===== src/verilog/alr_pkg.sv =====
// shared constants and types of the ambient light readout block
// ****************************************************************
// ****************************************************************
`default_nettype none

package alr_pkg;

    // ************************************************************
    // bus addressing
    // ************************************************************
    localparam logic [6:0] ALR_DEV_ADDR = 7'h13; // 26h write, 27h read
    localparam logic [7:0] ALR_PTR_RES_HI = 8'h85;
    localparam logic [7:0] ALR_PTR_RES_LO = 8'h86;
    localparam logic [7:0] ALR_PTR_RESET = 8'h80;
    localparam logic [7:0] ALR_UNMAPPED_DATA = 8'h00;
    localparam logic [15:0] ALR_RESULT_RESET = 16'h0000;

    // ************************************************************
    // timing
    // ************************************************************
    localparam int ALR_CLK_MHZ = 100;
    localparam int ALR_CONV_TIME_US = 300;
    localparam int ALR_FRAME_TIME_MS = 100;
    localparam int ALR_CONV_CYCLES = ALR_CONV_TIME_US * ALR_CLK_MHZ;
    localparam int ALR_FRAME_CYCLES = ALR_FRAME_TIME_MS * 1000 * ALR_CLK_MHZ;
    localparam int ALR_AVG_MAX = 128;
    localparam int ALR_AVG_LOG2_W = 3;

    // ************************************************************
    // types
    // ************************************************************
    typedef struct packed {
        logic enable;                      // run measurements
        logic continuous;                  // back to back conversions
        logic [ALR_AVG_LOG2_W-1:0] avg_log2; // average 2**n samples
    } alr_ctrl_t;

    typedef enum logic [2:0] {
        SEQ_IDLE = 3'b001,
        SEQ_CONV = 3'b010,
        SEQ_HOLD = 3'b100
    } alr_seq_state_t;

    typedef enum logic [6:0] {
        BUS_IDLE = 7'b000_0001,
        BUS_ADDR = 7'b000_0010,
        BUS_ACK_ADDR = 7'b000_0100,
        BUS_PTR = 7'b000_1000,
        BUS_ACK_PTR = 7'b001_0000,
        BUS_READ = 7'b010_0000,
        BUS_READ_ACK = 7'b100_0000
    } alr_bus_state_t;

endpackage : alr_pkg

`default_nettype wire


===== src/verilog/alr_readout.sv =====
// ambient light readout top: serial bus target and result registers
`timescale 1ns/100ps
`default_nettype none

module alr_readout
    import alr_pkg::*;
#(
    parameter int CONV_CYCLES = ALR_CONV_CYCLES,
    parameter int FRAME_CYCLES = ALR_FRAME_CYCLES
) (
    input wire logic i_clk,
    input wire logic i_resetn,
    input wire logic i_scl,
    input wire logic i_sda,
    input wire alr_ctrl_t i_ctrl,
    input wire logic [15:0] i_light_sample,
    output logic o_sda_out,
    output logic o_sda_oe,
    output logic [15:0] o_result,
    output logic o_result_stb
);

    alr_bus_state_t state_r;
    logic scl_q_r;
    logic sda_q_r;
    logic [7:0] shift_r;
    logic [7:0] tx_r;
    logic [3:0] bit_cnt_r;
    logic rw_r;
    logic nack_r;
    logic [7:0] ptr_r;
    logic [15:0] snap_r;
    logic [15:0] live_result;
    logic live_stb;
    logic start_seen;
    logic stop_seen;
    logic scl_rise;
    logic scl_fall;
    logic [7:0] tx_byte;

    // ************************************************************
    // conversion side
    // ************************************************************
    alr_sequencer #(
        .CONV_CYCLES(CONV_CYCLES),
        .FRAME_CYCLES(FRAME_CYCLES)
    ) u_seq (
        .i_clk(i_clk),
        .i_resetn(i_resetn),
        .i_ctrl(i_ctrl),
        .i_light_sample(i_light_sample),
        .o_result(live_result),
        .o_result_stb(live_stb)
    );

    // result mirrored to the user side
    always_ff @(posedge i_clk) begin
        if (!i_resetn) begin
            o_result <= ALR_RESULT_RESET;
            o_result_stb <= 1'b0;
        end else begin
            o_result <= live_result;
            o_result_stb <= live_stb;
        end
    end

    // ************************************************************
    // bus line sampling
    // ************************************************************
    always_ff @(posedge i_clk) begin
        if (!i_resetn) begin
            scl_q_r <= 1'b1;
            sda_q_r <= 1'b1;
        end else begin
            scl_q_r <= i_scl;
            sda_q_r <= i_sda;
        end
    end

    // start/stop are data edges while clock stays high
    assign start_seen = i_scl && scl_q_r && sda_q_r && !i_sda;
    assign stop_seen = i_scl && scl_q_r && !sda_q_r && i_sda;
    assign scl_rise = i_scl && !scl_q_r;
    assign scl_fall = !i_scl && scl_q_r;

    // byte served for the current pointer, taken from the snapshot
    always_comb begin
        if (ptr_r == ALR_PTR_RES_HI) begin
            tx_byte = snap_r[15:8];
        end else if (ptr_r == ALR_PTR_RES_LO) begin
            tx_byte = snap_r[7:0];
        end else begin
            tx_byte = ALR_UNMAPPED_DATA;
        end
    end

    // snapshot is frozen during a read so high and low bytes match, except when a result lands as the first byte is loaded
    always_ff @(posedge i_clk) begin
        if (!i_resetn) begin
            snap_r <= ALR_RESULT_RESET;
        end else if (live_stb && state_r != BUS_READ &&
                     state_r != BUS_READ_ACK) begin
            snap_r <= live_result;
        end
    end

    // ************************************************************
    // bus target state machine
    // ************************************************************
    always_ff @(posedge i_clk) begin
        if (!i_resetn) begin
            state_r <= BUS_IDLE;
            shift_r <= '0;
            tx_r <= '0;
            bit_cnt_r <= '0;
            rw_r <= 1'b0;
            nack_r <= 1'b0;
            o_sda_oe <= 1'b0;
        end else if (start_seen) begin
            state_r <= BUS_ADDR; // repeated start also lands here
            bit_cnt_r <= '0;
            o_sda_oe <= 1'b0;
        end else if (stop_seen) begin
            state_r <= BUS_IDLE;
            o_sda_oe <= 1'b0;
        end else begin
            case (state_r)
                BUS_IDLE: begin
                    o_sda_oe <= 1'b0;
                end
                BUS_ADDR, BUS_PTR: begin
                    if (scl_rise) begin
                        shift_r <= {shift_r[6:0], i_sda};
                        bit_cnt_r <= bit_cnt_r + 4'd1;
                    end else if (scl_fall && bit_cnt_r == 4'd8) begin
                        bit_cnt_r <= '0;
                        if (state_r == BUS_PTR) begin
                            o_sda_oe <= 1'b1; // ack pointer
                            state_r <= BUS_ACK_PTR;
                        end else if (shift_r[7:1] == ALR_DEV_ADDR) begin
                            o_sda_oe <= 1'b1;
                            rw_r <= shift_r[0];
                            state_r <= BUS_ACK_ADDR;
                        end else begin
                            state_r <= BUS_IDLE; // not our address
                        end
                    end
                end
                BUS_ACK_ADDR: begin
                    if (scl_fall && rw_r) begin
                        tx_r <= {tx_byte[6:0], 1'b0};
                        o_sda_oe <= ~tx_byte[7];
                        bit_cnt_r <= 4'd1;
                        state_r <= BUS_READ;
                    end else if (scl_fall) begin
                        o_sda_oe <= 1'b0;
                        state_r <= BUS_PTR;
                    end
                end
                BUS_ACK_PTR: begin
                    if (scl_fall) begin
                        o_sda_oe <= 1'b0; // no data byte expected
                        state_r <= BUS_IDLE;
                    end
                end
                BUS_READ: begin
                    if (scl_fall && bit_cnt_r == 4'd8) begin
                        o_sda_oe <= 1'b0;
                        state_r <= BUS_READ_ACK;
                    end else if (scl_fall) begin
                        o_sda_oe <= ~tx_r[7];
                        tx_r <= {tx_r[6:0], 1'b0};
                        bit_cnt_r <= bit_cnt_r + 4'd1;
                    end
                end
                BUS_READ_ACK: begin
                    if (scl_rise) begin
                        nack_r <= i_sda;
                    end else if (scl_fall && nack_r) begin
                        state_r <= BUS_IDLE; // host ends the read
                    end else if (scl_fall) begin
                        tx_r <= {tx_byte[6:0], 1'b0};
                        o_sda_oe <= ~tx_byte[7];
                        bit_cnt_r <= 4'd1;
                        state_r <= BUS_READ;
                    end
                end
                default: begin
                    state_r <= BUS_IDLE;
                    o_sda_oe <= 1'b0;
                end
            endcase
        end
    end

    // register pointer: set by a write, stepped after each byte read
    always_ff @(posedge i_clk) begin
        if (!i_resetn) begin
            ptr_r <= ALR_PTR_RESET;
        end else if (!start_seen && !stop_seen && state_r == BUS_PTR &&
                     scl_fall && bit_cnt_r == 4'd8) begin
            ptr_r <= shift_r;
        end else if (!start_seen && !stop_seen && state_r == BUS_READ &&
                     scl_fall && bit_cnt_r == 4'd8) begin
            ptr_r <= ptr_r + 8'd1;
        end
    end

    // open-drain line: only ever pulls low
    always_ff @(posedge i_clk) begin
        o_sda_out <= 1'b0;
    end

endmodule : alr_readout

`default_nettype wire


===== src/verilog/alr_sequencer.sv =====
// conversion sequencing and averaging of the ambient light channel
`timescale 1ns/100ps
`default_nettype none

module alr_sequencer
    import alr_pkg::*;
#(
    parameter int CONV_CYCLES = ALR_CONV_CYCLES,
    parameter int FRAME_CYCLES = ALR_FRAME_CYCLES
) (
    input wire logic i_clk,
    input wire logic i_resetn,
    input wire alr_ctrl_t i_ctrl,
    input wire logic [15:0] i_light_sample,
    output logic [15:0] o_result,
    output logic o_result_stb
);

    alr_seq_state_t state_r;
    logic [31:0] conv_cnt_r;
    logic [31:0] frame_cnt_r;
    logic [7:0] taken_r;
    logic [22:0] acc_r;
    logic cont_r;
    logic [ALR_AVG_LOG2_W-1:0] log2_r;
    logic conv_end;
    logic last_conv;
    logic frame_end;
    logic [22:0] acc_sum;
    logic [22:0] avg_cont;
    logic [22:0] avg_std;

    // ************************************************************
    // conversion and frame timing
    // ************************************************************
    assign conv_end = (state_r == SEQ_CONV) &&
                      (conv_cnt_r == 32'(CONV_CYCLES - 1));
    assign last_conv = conv_end &&
                       (taken_r == 8'((1 << log2_r) - 1));
    assign frame_end = (frame_cnt_r == 32'(FRAME_CYCLES - 1));
    assign acc_sum = acc_r + 23'(i_light_sample);
    assign avg_cont = acc_sum >> log2_r;
    assign avg_std = acc_r >> log2_r;

    // state walk; mode and count are latched per cycle of averaging
    always_ff @(posedge i_clk) begin
        if (!i_resetn) begin
            state_r <= SEQ_IDLE;
            cont_r <= 1'b0;
            log2_r <= '0;
        end else begin
            case (state_r)
                SEQ_IDLE: begin
                    if (i_ctrl.enable) begin
                        state_r <= SEQ_CONV;
                        cont_r <= i_ctrl.continuous;
                        log2_r <= i_ctrl.avg_log2;
                    end
                end
                SEQ_CONV: begin
                    if (!i_ctrl.enable) begin
                        state_r <= SEQ_IDLE;
                    end else if (last_conv && cont_r) begin
                        cont_r <= i_ctrl.continuous;
                        log2_r <= i_ctrl.avg_log2;
                        if (!i_ctrl.continuous) begin
                            state_r <= SEQ_IDLE;
                        end
                    end else if (last_conv) begin
                        state_r <= SEQ_HOLD;
                    end
                end
                SEQ_HOLD: begin
                    if (!i_ctrl.enable) begin
                        state_r <= SEQ_IDLE;
                    end else if (frame_end) begin
                        state_r <= SEQ_CONV; // next frame
                        cont_r <= i_ctrl.continuous;
                        log2_r <= i_ctrl.avg_log2;
                    end
                end
                default: begin
                    state_r <= SEQ_IDLE;
                end
            endcase
        end
    end

    // conversion length counter
    always_ff @(posedge i_clk) begin
        if (!i_resetn || state_r != SEQ_CONV || conv_end) begin
            conv_cnt_r <= '0;
        end else begin
            conv_cnt_r <= conv_cnt_r + 32'd1;
        end
    end

    // frame counter runs only in standard mode frames
    always_ff @(posedge i_clk) begin
        if (!i_resetn || state_r == SEQ_IDLE || cont_r || frame_end) begin
            frame_cnt_r <= '0;
        end else begin
            frame_cnt_r <= frame_cnt_r + 32'd1;
        end
    end

    // accumulation; 23 bits hold 128 full-scale samples
    always_ff @(posedge i_clk) begin
        if (!i_resetn || state_r == SEQ_IDLE) begin
            acc_r <= '0;
            taken_r <= '0;
        end else if (last_conv && cont_r) begin
            acc_r <= '0;
            taken_r <= '0;
        end else if (conv_end) begin
            acc_r <= acc_sum;
            taken_r <= taken_r + 8'd1;
        end else if (state_r == SEQ_HOLD && frame_end) begin
            acc_r <= '0;
            taken_r <= '0;
        end
    end

    // result publication
    always_ff @(posedge i_clk) begin
        if (!i_resetn) begin
            o_result <= ALR_RESULT_RESET;
            o_result_stb <= 1'b0;
        end else if (last_conv && cont_r) begin
            o_result <= avg_cont[15:0];
            o_result_stb <= 1'b1;
        end else if (state_r == SEQ_HOLD && frame_end) begin
            o_result <= avg_std[15:0];
            o_result_stb <= 1'b1;
        end else begin
            o_result_stb <= 1'b0;
        end
    end

endmodule : alr_sequencer

`default_nettype wire

===== config.mk =====
export PLATFORM = sky130hd
export DESIGN_NAME = alr_readout
export DESIGN_NICKNAME = d
export VERILOG_FILES = /design/src/verilog/alr_pkg.sv /design/src/verilog/alr_readout.sv /design/src/verilog/alr_sequencer.sv
export SDC_FILE = /design/constraint.sdc
export NUM_CORES = 1
export LEC_CHECK = 0
export ABC_AREA = 1
export BUFFER_PORTS_ARGS = -buffer_cell sky130_fd_sc_hd__buf_2
export CORE_ASPECT_RATIO = 0.75
export CORE_MARGIN = 2
export CORE_UTILIZATION = 60
export DETAILED_ROUTE_END_ITERATION = 12
export PLACE_DENSITY_LB_ADDON = 0.08
export SLEW_MARGIN = 10
export SYNTH_ARGS = -nofsm -noshare
export SYNTH_HDL_FRONTEND = slang
export SYNTH_SLANG_ARGS = --single-unit

===== constraint.sdc =====
create_clock -name i_clk -period 6.87 [get_ports i_clk]
set_input_delay 0.687 -clock i_clk [delete_from_list [all_inputs] [get_ports i_clk]]
set_output_delay 0.687 -clock i_clk [all_outputs]
set_load 0.01 [all_outputs]

==> results of run 1 <==
==> flip-flops by register name, summed over array words and instances, names as in the netlist, 3 cells and up <==
name,cells
u_seq.frame_cnt_r,32
u_seq.acc_r,23
tx_r,7
u_seq.o_result,16
shift_r,8
ptr_r,8
u_seq.conv_cnt_r,32
o_result,16
u_seq.taken_r,8
u_seq.state_r,3
snap_r,16
state_r,7
bit_cnt_r,4
u_seq.log2_r,3
==> synth_stat cells (all sizes together), types with 3 or more instances <==
cell / count
nand2: 464
inv: 239
nor2: 209
dfxtp: 191
nand3: 159
a21oi: 115
o21ai: 85
nor3: 47
nand4: 40
clkbuf: 26
ha: 25
xor2: 25
buf: 18
nor4: 18
o211ai: 8
xnor2: 8
nor3b: 7
a211oi: 6
o21a: 6
and3: 5
a221oi: 4
or2: 4
and2: 3
nand3b: 3
o221ai: 3
o22ai: 3
==> layout make-up <==
| class | count | area share |
|---|---|---|
| flip-flops and latches | 191 | 0.319 |
| repair buffers | 45 | 0.0194 |
| inverters | 239 | 0.0749 |
| clock inverters | 15 | 0.0144 |
| well taps | 242 | 0.0253 |
| clock buffers | 17 | 0.0355 |
| multi-input cells | 1262 | 0.511 |
==> final timing paths <==
check	start	endpoint	depth (start not counted)
setup / recovery	u_seq.log2_r[0]	u_seq.taken_r[4]	14
hold / removal	u_seq.o_result_stb	o_result_stb	2
setup reg to reg	u_seq.log2_r[0]	u_seq.taken_r[4]	14
hold reg to reg	u_seq.o_result_stb	o_result_stb	2
==> power by group through the flow <==
stage	Combinational [uW]	Sequential [uW]	Clock [uW]
final	430	1180	994
after global routing	490	1180	1050
after CTS	422	1180	1000
after detailed placement	420	1200	0
after global placement	415	1200	0
after floorplan	348	1180	0
==> cell families after synthesis <==
kind of cell | share of synthesized area
other | 0.000339
XOR/XNOR | 0.0261
AND/OR/NAND/NOR | 0.377
flip-flops | 0.346
AO/OA/AOI/OAI | 0.120
adder cells (fa/ha/maj) | 0.0301
buffers and inverters | 0.100
==> per-layer routing <==
metal | GRT usage | vias up | wire [um]
li1 | - | 5675 | -
met1 | 0.456 | 4986 | 14500
met2 | 0.438 | 385 | 11500
met3 | 0.0429 | 22 | 1890
met4 | 0.0658 | 0 | 312
met5 | 0 | - | 0
==> through the flow <==
stage	utilization	area, um2
5_1_grt	0.670	12000
3_5_place_dp	0.637	11400
4_1_cts	0.670	12000
2_1_floorplan	-	11100
6_report	0.670	12000
3_3_place_gp	0.637	11400
==> placed cells by master (no fill, tap or decap), types with 5 or more instances in the layout <==
master     Yosys  final
inv_1        235    235
nor4_1        17     17
o21a_1         6      6
nor3b_1        7      7
nand3_1      158    158
nor3_1        46     46
buf_2         12     42
nor2_2         5      5
and3_1         5      5
clkbuf_16      0     17
inv_6          0      6
a21oi_1      114    114
xnor2_1        8      8
nor2_1       201    201
a211oi_1       6      6
nand2_1      459    459
o21ai_1        5      5
xor2_1        25     25
nand4_1       40     40
ha_1          25     25
o21ai_0       80     80
o211ai_1       8      8
dfxtp_1      191    191
==> critical path, stage by stage (launching register included) <==
cell and delay (ps):
dfxtp_1 810, inv_1 560, nor2_1 270, inv_1 70
ha_1 290, inv_1 60, nand2_1 40, nand2_1 50
nand3_1 70, nor2_1 130, nand2_1 100, nor2_4 160
nand3_4 300, nand2_1 890, a221oi_1 110
==> flow_summary.json, run 1 <==
{
  "outcome": "finished, final reports clean",
  "gp_congestion": 0.969,
  "synth_top_area_share": 0.346,
  "synth_edf_count": 0,
  "setup.worst_path.end_class": "flip-flop",
  "fin_setup_tns_ps": 0,
  "synth_nets": 1787,
  "placement_rows": 42,
  "reg2reg_slack_ps": 2770,
  "fmax_mhz": 244,
  "drc_errors": 0,
  "setup_slack_ps": 2770,
  "postCtsHoldBufs": 0,
  "peakVddDrop_mv": 0.172,
  "synth_flop_cell": "dfxtp_1",
  "multi_input_area_um2": 6120,
  "period_minus_slack_ps": 4100,
  "rsz0062_at_grt": "no",
  "path_class": "flip-flop to flip-flop",
  "layout-drive-gt1-share": 0.0571,
  "tightest_slew_ps": 1050,
  "worst-path-max-fanout": 31,
  "synth_area_per_cell_um2": 6.37,
  "hpwl_um": 21400,
  "postSynthCellCount": 1736,
  "p_comb_frac": 0.165,
  "grt_pass1_wl_um": 47600,
  "io_pins": 44,
  "required_ps": 7120,
  "globalRouteOverflowTotal": 0,
  "syn_area_um2": 11100,
  "switching_power_uw": 815,
  "cts.path.max_buffers": 2,
  "cts_sinks": 191,
  "via_per_inst": 5.50,
  "p_int_uw": 1790,
  "fin_nets": 1807,
  "routedWlPerCell_um": 14.0,
  "io_buffers": 42,
  "grt_pass1_vias": 9781,
  "die-area_um2": 19500,
  "num_antenna_cells": 0,
  "coreArea_um2": 17900,
  "total_power_uw": 2600,
  "power_density_nw_per_um2": 217,
  "nFillCells": 1668,
  "crit_arrival_ps": 4350,
  "drv_slew": 0,
  "cts_max_level": 4,
  "post-cts-setup-buffers": 0,
  "cap_violations": 0,
  "drt-pass1-iter-count": 5,
  "cts_root_buffer": "clkbuf_16",
  "grt_antenna_before_repair": 0,
  "pwr-share-clk": 0.382,
  "final-seq-area_um2": 3820,
  "p_leak_uw": 0.00509,
  "num_vias": 11068,
  "cp-start-kind": "flip-flop",
  "clk_pin_slew_worst_paths_ps": 80,
  "whs_ps": 435,
  "routed_wirelength_um": 28200,
  "cts_buffers": 17,
  "track_usage": 0.296,
  "grt_max_degree": 63,
  "hold_violations": 0,
  "synth-seq-cells": 191,
  "yosysUniqueCellTypes": 52,
  "synth_top_area_cell": "dfxtp_1",
  "synth_seq_area_share": 0.346,
  "share_seq_of_total_power": 0.452,
  "async_flop_share": 0,
  "clk_latency_ps": 450,
  "cts_tree": "done",
  "die_h_um": 122,
  "initial_core_util": 0.619,
  "die_x_um": 161,
  "fin_cells": 2011,
  "ys.warnings.count": 0,
  "fin_crit_sh": 0.597,
  "ctsResizeCount": 0,
  "synth_area_leaders": "dfxtp_1 35%, nand2_1 16%, inv_1 8.0%",
  "netSwitchingFraction": 0.313,
  "clock-skew-final_ps": 19.9,
  "hold_path_class": "flip-flop to flip-flop",
  "place_worst_setup_slack_ps": 2890,
  "dp.cells": 1979,
  "slew-limit-headroom": 0.296,
  "antenna_violating_nets_post_route": 0,
  "setup_viol": 0,
  "drtIter0Drc": 1116,
  "area_growth_pct": 8.35
}
(Power assumes the default switching activity.)
==> run 2: changes to the inputs <==
- ABC_AREA: 1 -> 0
- clock period: 6.87 -> 3.8 ns (I/O delays scaled with it)
==> run 2 against run 1 <==
Total power is 57% higher; register-to-register slack got worse by 2400 ps; clock-buffer cell count increased by 1; cell area decreased by 3.4%; clock skew decreased by 7.0 ps; maximum frequency is 19% higher; sequential power increased by 71%; clock power increased by 80%; non-clock buffer count increased by 24; hold slack lost 260 ps; critical endpoint is now u_seq.o_result[6]; highest routed layer unchanged.
==> flow_summary.json, run 2 <==
{
  "synth_flop_cell": "dfxtp_1",
  "reg.largest.list": "u_seq.conv_cnt_r x32, u_seq.frame_cnt_r x32, u_seq.acc_r x23",
  "hold_path_class": "primary input to flip-flop",
  "grt_antenna_before_repair": 2,
  "cts_root_buffer": "clkbuf_16",
  "final_cell_mix": "191 x dfxtp_1, 154 x nor2_1, 146 x nand2_1",
  "synth_seq_area_share": 0.364,
  "yosysMostFrequentCell": "dfxtp_1",
  "initial_core_util": 0.619,
  "cap_violations": 0,
  "synth_top_area_cell": "dfxtp_1",
  "grt_max_degree": 46,
  "synth_top_area_share": 0.364,
  "via_per_inst": 6.06,
  "crit_arrival_ps": 3780,
  "setup_viol": 0,
  "dp.cells": 1526,
  "placement_rows": 41,
  "final_cell_area_um2": 11600,
  "outcome": "finished, final reports clean",
  "syn_area_um2": 10500,
  "p_leak_uw": 0.00422,
  "hold_violations": 0,
  "ys.warnings.count": 0,
  "clock-skew-final_ps": 12.9,
  "synth_area_per_cell_um2": 8.17,
  "clk_pin_slew_worst_paths_ps": 80,
  "area_growth_pct": 10.1,
  "rsz0062_at_grt": "no",
  "cts_max_level": 4,
  "cts_tree": "done",
  "peakVddDrop_mv": 0.290,
  "yosysUniqueCellTypes": 83,
  "io_pins": 44,
  "routedWlPerCell_um": 17.1,
  "globalRouteOverflowTotal": 0,
  "synth_common_cells": "191 x dfxtp_1, 155 x nor2_1, 146 x nand2_1",
  "synth_area_leaders": "dfxtp_1 36%, nor2_1 5.5%, a21oi_1 5.4%",
  "postSynthCellCount": 1286,
  "reg2reg_depth": 12,
  "antenna_violating_nets_post_route": 0,
  "cp-start-kind": "flip-flop",
  "nFillCells": 1432,
  "track_usage": 0.291,
  "layout-drive-gt1-share": 0.104,
  "fin_nets": 1360,
  "finish.utilization": 0.681,
  "synth-seq-cells": 191,
  "post-cts-setup-buffers": 0,
  "path_class": "flip-flop to flip-flop",
  "routed_wirelength_um": 26600,
  "drt-pass1-iter-count": 8,
  "gp_congestion": 0.962,
  "whs_ps": 176,
  "die-area_um2": 18600,
  "drv_slew": 0,
  "cts.path.max_buffers": 2,
  "postCtsHoldBufs": 0,
  "setup.worst_path.end_class": "flip-flop",
  "fmax_mhz": 289,
  "io_buffers": 42,
  "drc_errors": 0,
  "ctsResizeCount": 0,
  "clk_latency_ps": 440,
  "slew-limit-headroom": 0.354,
  "num_vias": 9457,
  "coreArea_um2": 17000,
  "layout_commonest_cell": "dfxtp_1",
  "min_delay_path_depth": 2,
  "dpl-instance-area_um2": 11000,
  "grt_pass1_vias": 8620,
  "fin_cells": 1560,
  "period_minus_slack_ps": 3460,
  "synth_nets": 1337,
  "required_ps": 4120,
  "synth_edf_count": 0,
  "cts_buffers": 17,
  "async_flop_share": 0,
  "fin_crit_sh": 0.910,
  "drtIter0Drc": 863,
  "hpwl_um": 19200,
  "die_x_um": 157,
  "grt_pass1_wl_um": 43400,
  "worst-path-max-fanout": 3,
  "power_density_nw_per_um2": 353,
  "cts_sinks": 191,
  "die_h_um": 119,
  "tightest_slew_ps": 968,
  "fin_setup_tns_ps": 0
}
-- run 2: cell types whose count changed after synthesis, moves of 27 or more --
cell / change
nand3_1: -115
inv_1: -201
nand2_1: -313
o21ai_0: -36
nor2_1: -46
nor3_1: -30
mux2i_1: +30
clkbuf_1: +27
-- run 2: worst max-delay path, stage by stage, from the launching register on --
cell	delay, ps
dfxtp_1	370
ha_1	190
inv_1	60
fa_1	400
nor2b_1	170
o2111ai_1	250
a21boi_1	290
mux2_2	370
or2_0	260
mux4_2	460
and2_1	180
a211oi_1	220
o22ai_1	120
-- run 2: cells by family (layout without fill, tap and decap cells) --
group,Yosys count,after routing,synth area share
buffers and inverters,102,138,0.0379
adder cells (fa/ha/maj),26,26,0.0317
other,1,3,0.000357
flip-flops,191,191,0.364
AND/OR/NAND/NOR,563,563,0.269
multiplexers,55,55,0.0725
XOR/XNOR,78,78,0.0650
AO/OA/AOI/OAI,270,270,0.159
-- run 2: stage by stage --
stage	worst slack, ps	power [uW]
5_1_grt	58.7	4220
2_1_floorplan	32.0	2260
6_report	342	4080
4_1_cts	359	4110
3_3_place_gp	366	2330
3_5_place_dp	296	2330
-- run 2: worst paths after layout --
check,start,endpoint,slack [ps]
worst max register to register,u_seq.acc_r[0],u_seq.o_result[6],340
worst max-delay path,u_seq.acc_r[0],u_seq.o_result[6],340
worst min register to register,u_seq.conv_cnt_r[0],u_seq.conv_cnt_r[0],440
worst min-delay path,i_ctrl[4],u_seq.state_r[0],180
-- run 2: final cells by class --
| cell class | count | area, um2 | area share |
|---|---|---|---|
| clock inverters | 14 | 159 | 0.0137 |
| multi-input cells | 993 | 6300 | 0.544 |
| well taps | 236 | 295 | 0.0255 |
| repair buffers | 69 | 413 | 0.0357 |
| flip-flops and latches | 191 | 3820 | 0.330 |
| clock buffers | 18 | 439 | 0.0380 |
| inverters | 37 | 139 | 0.0120 |
| diodes | 2 | 5.00 | 0.000433 |
-- run 2: metal layers --
metal / GRT usage / vias up / share of wire
met5: 0 / - / 0
met4: 0.0860 / 0 / 0.019
met3: 0.0836 / 44 / 0.085
met2: 0.408 / 337 / 0.41
met1: 0.431 / 4419 / 0.48
li1: - / 4657 / -
-- run 2: where the power goes --
part / internal (uW) / switching (uW) / total (uW)
combinational: 99.3 / 172 / 271
clock: 905 / 885 / 1790
sequential: 2010 / 12.5 / 2020
total: 3010 / 1070 / 4080
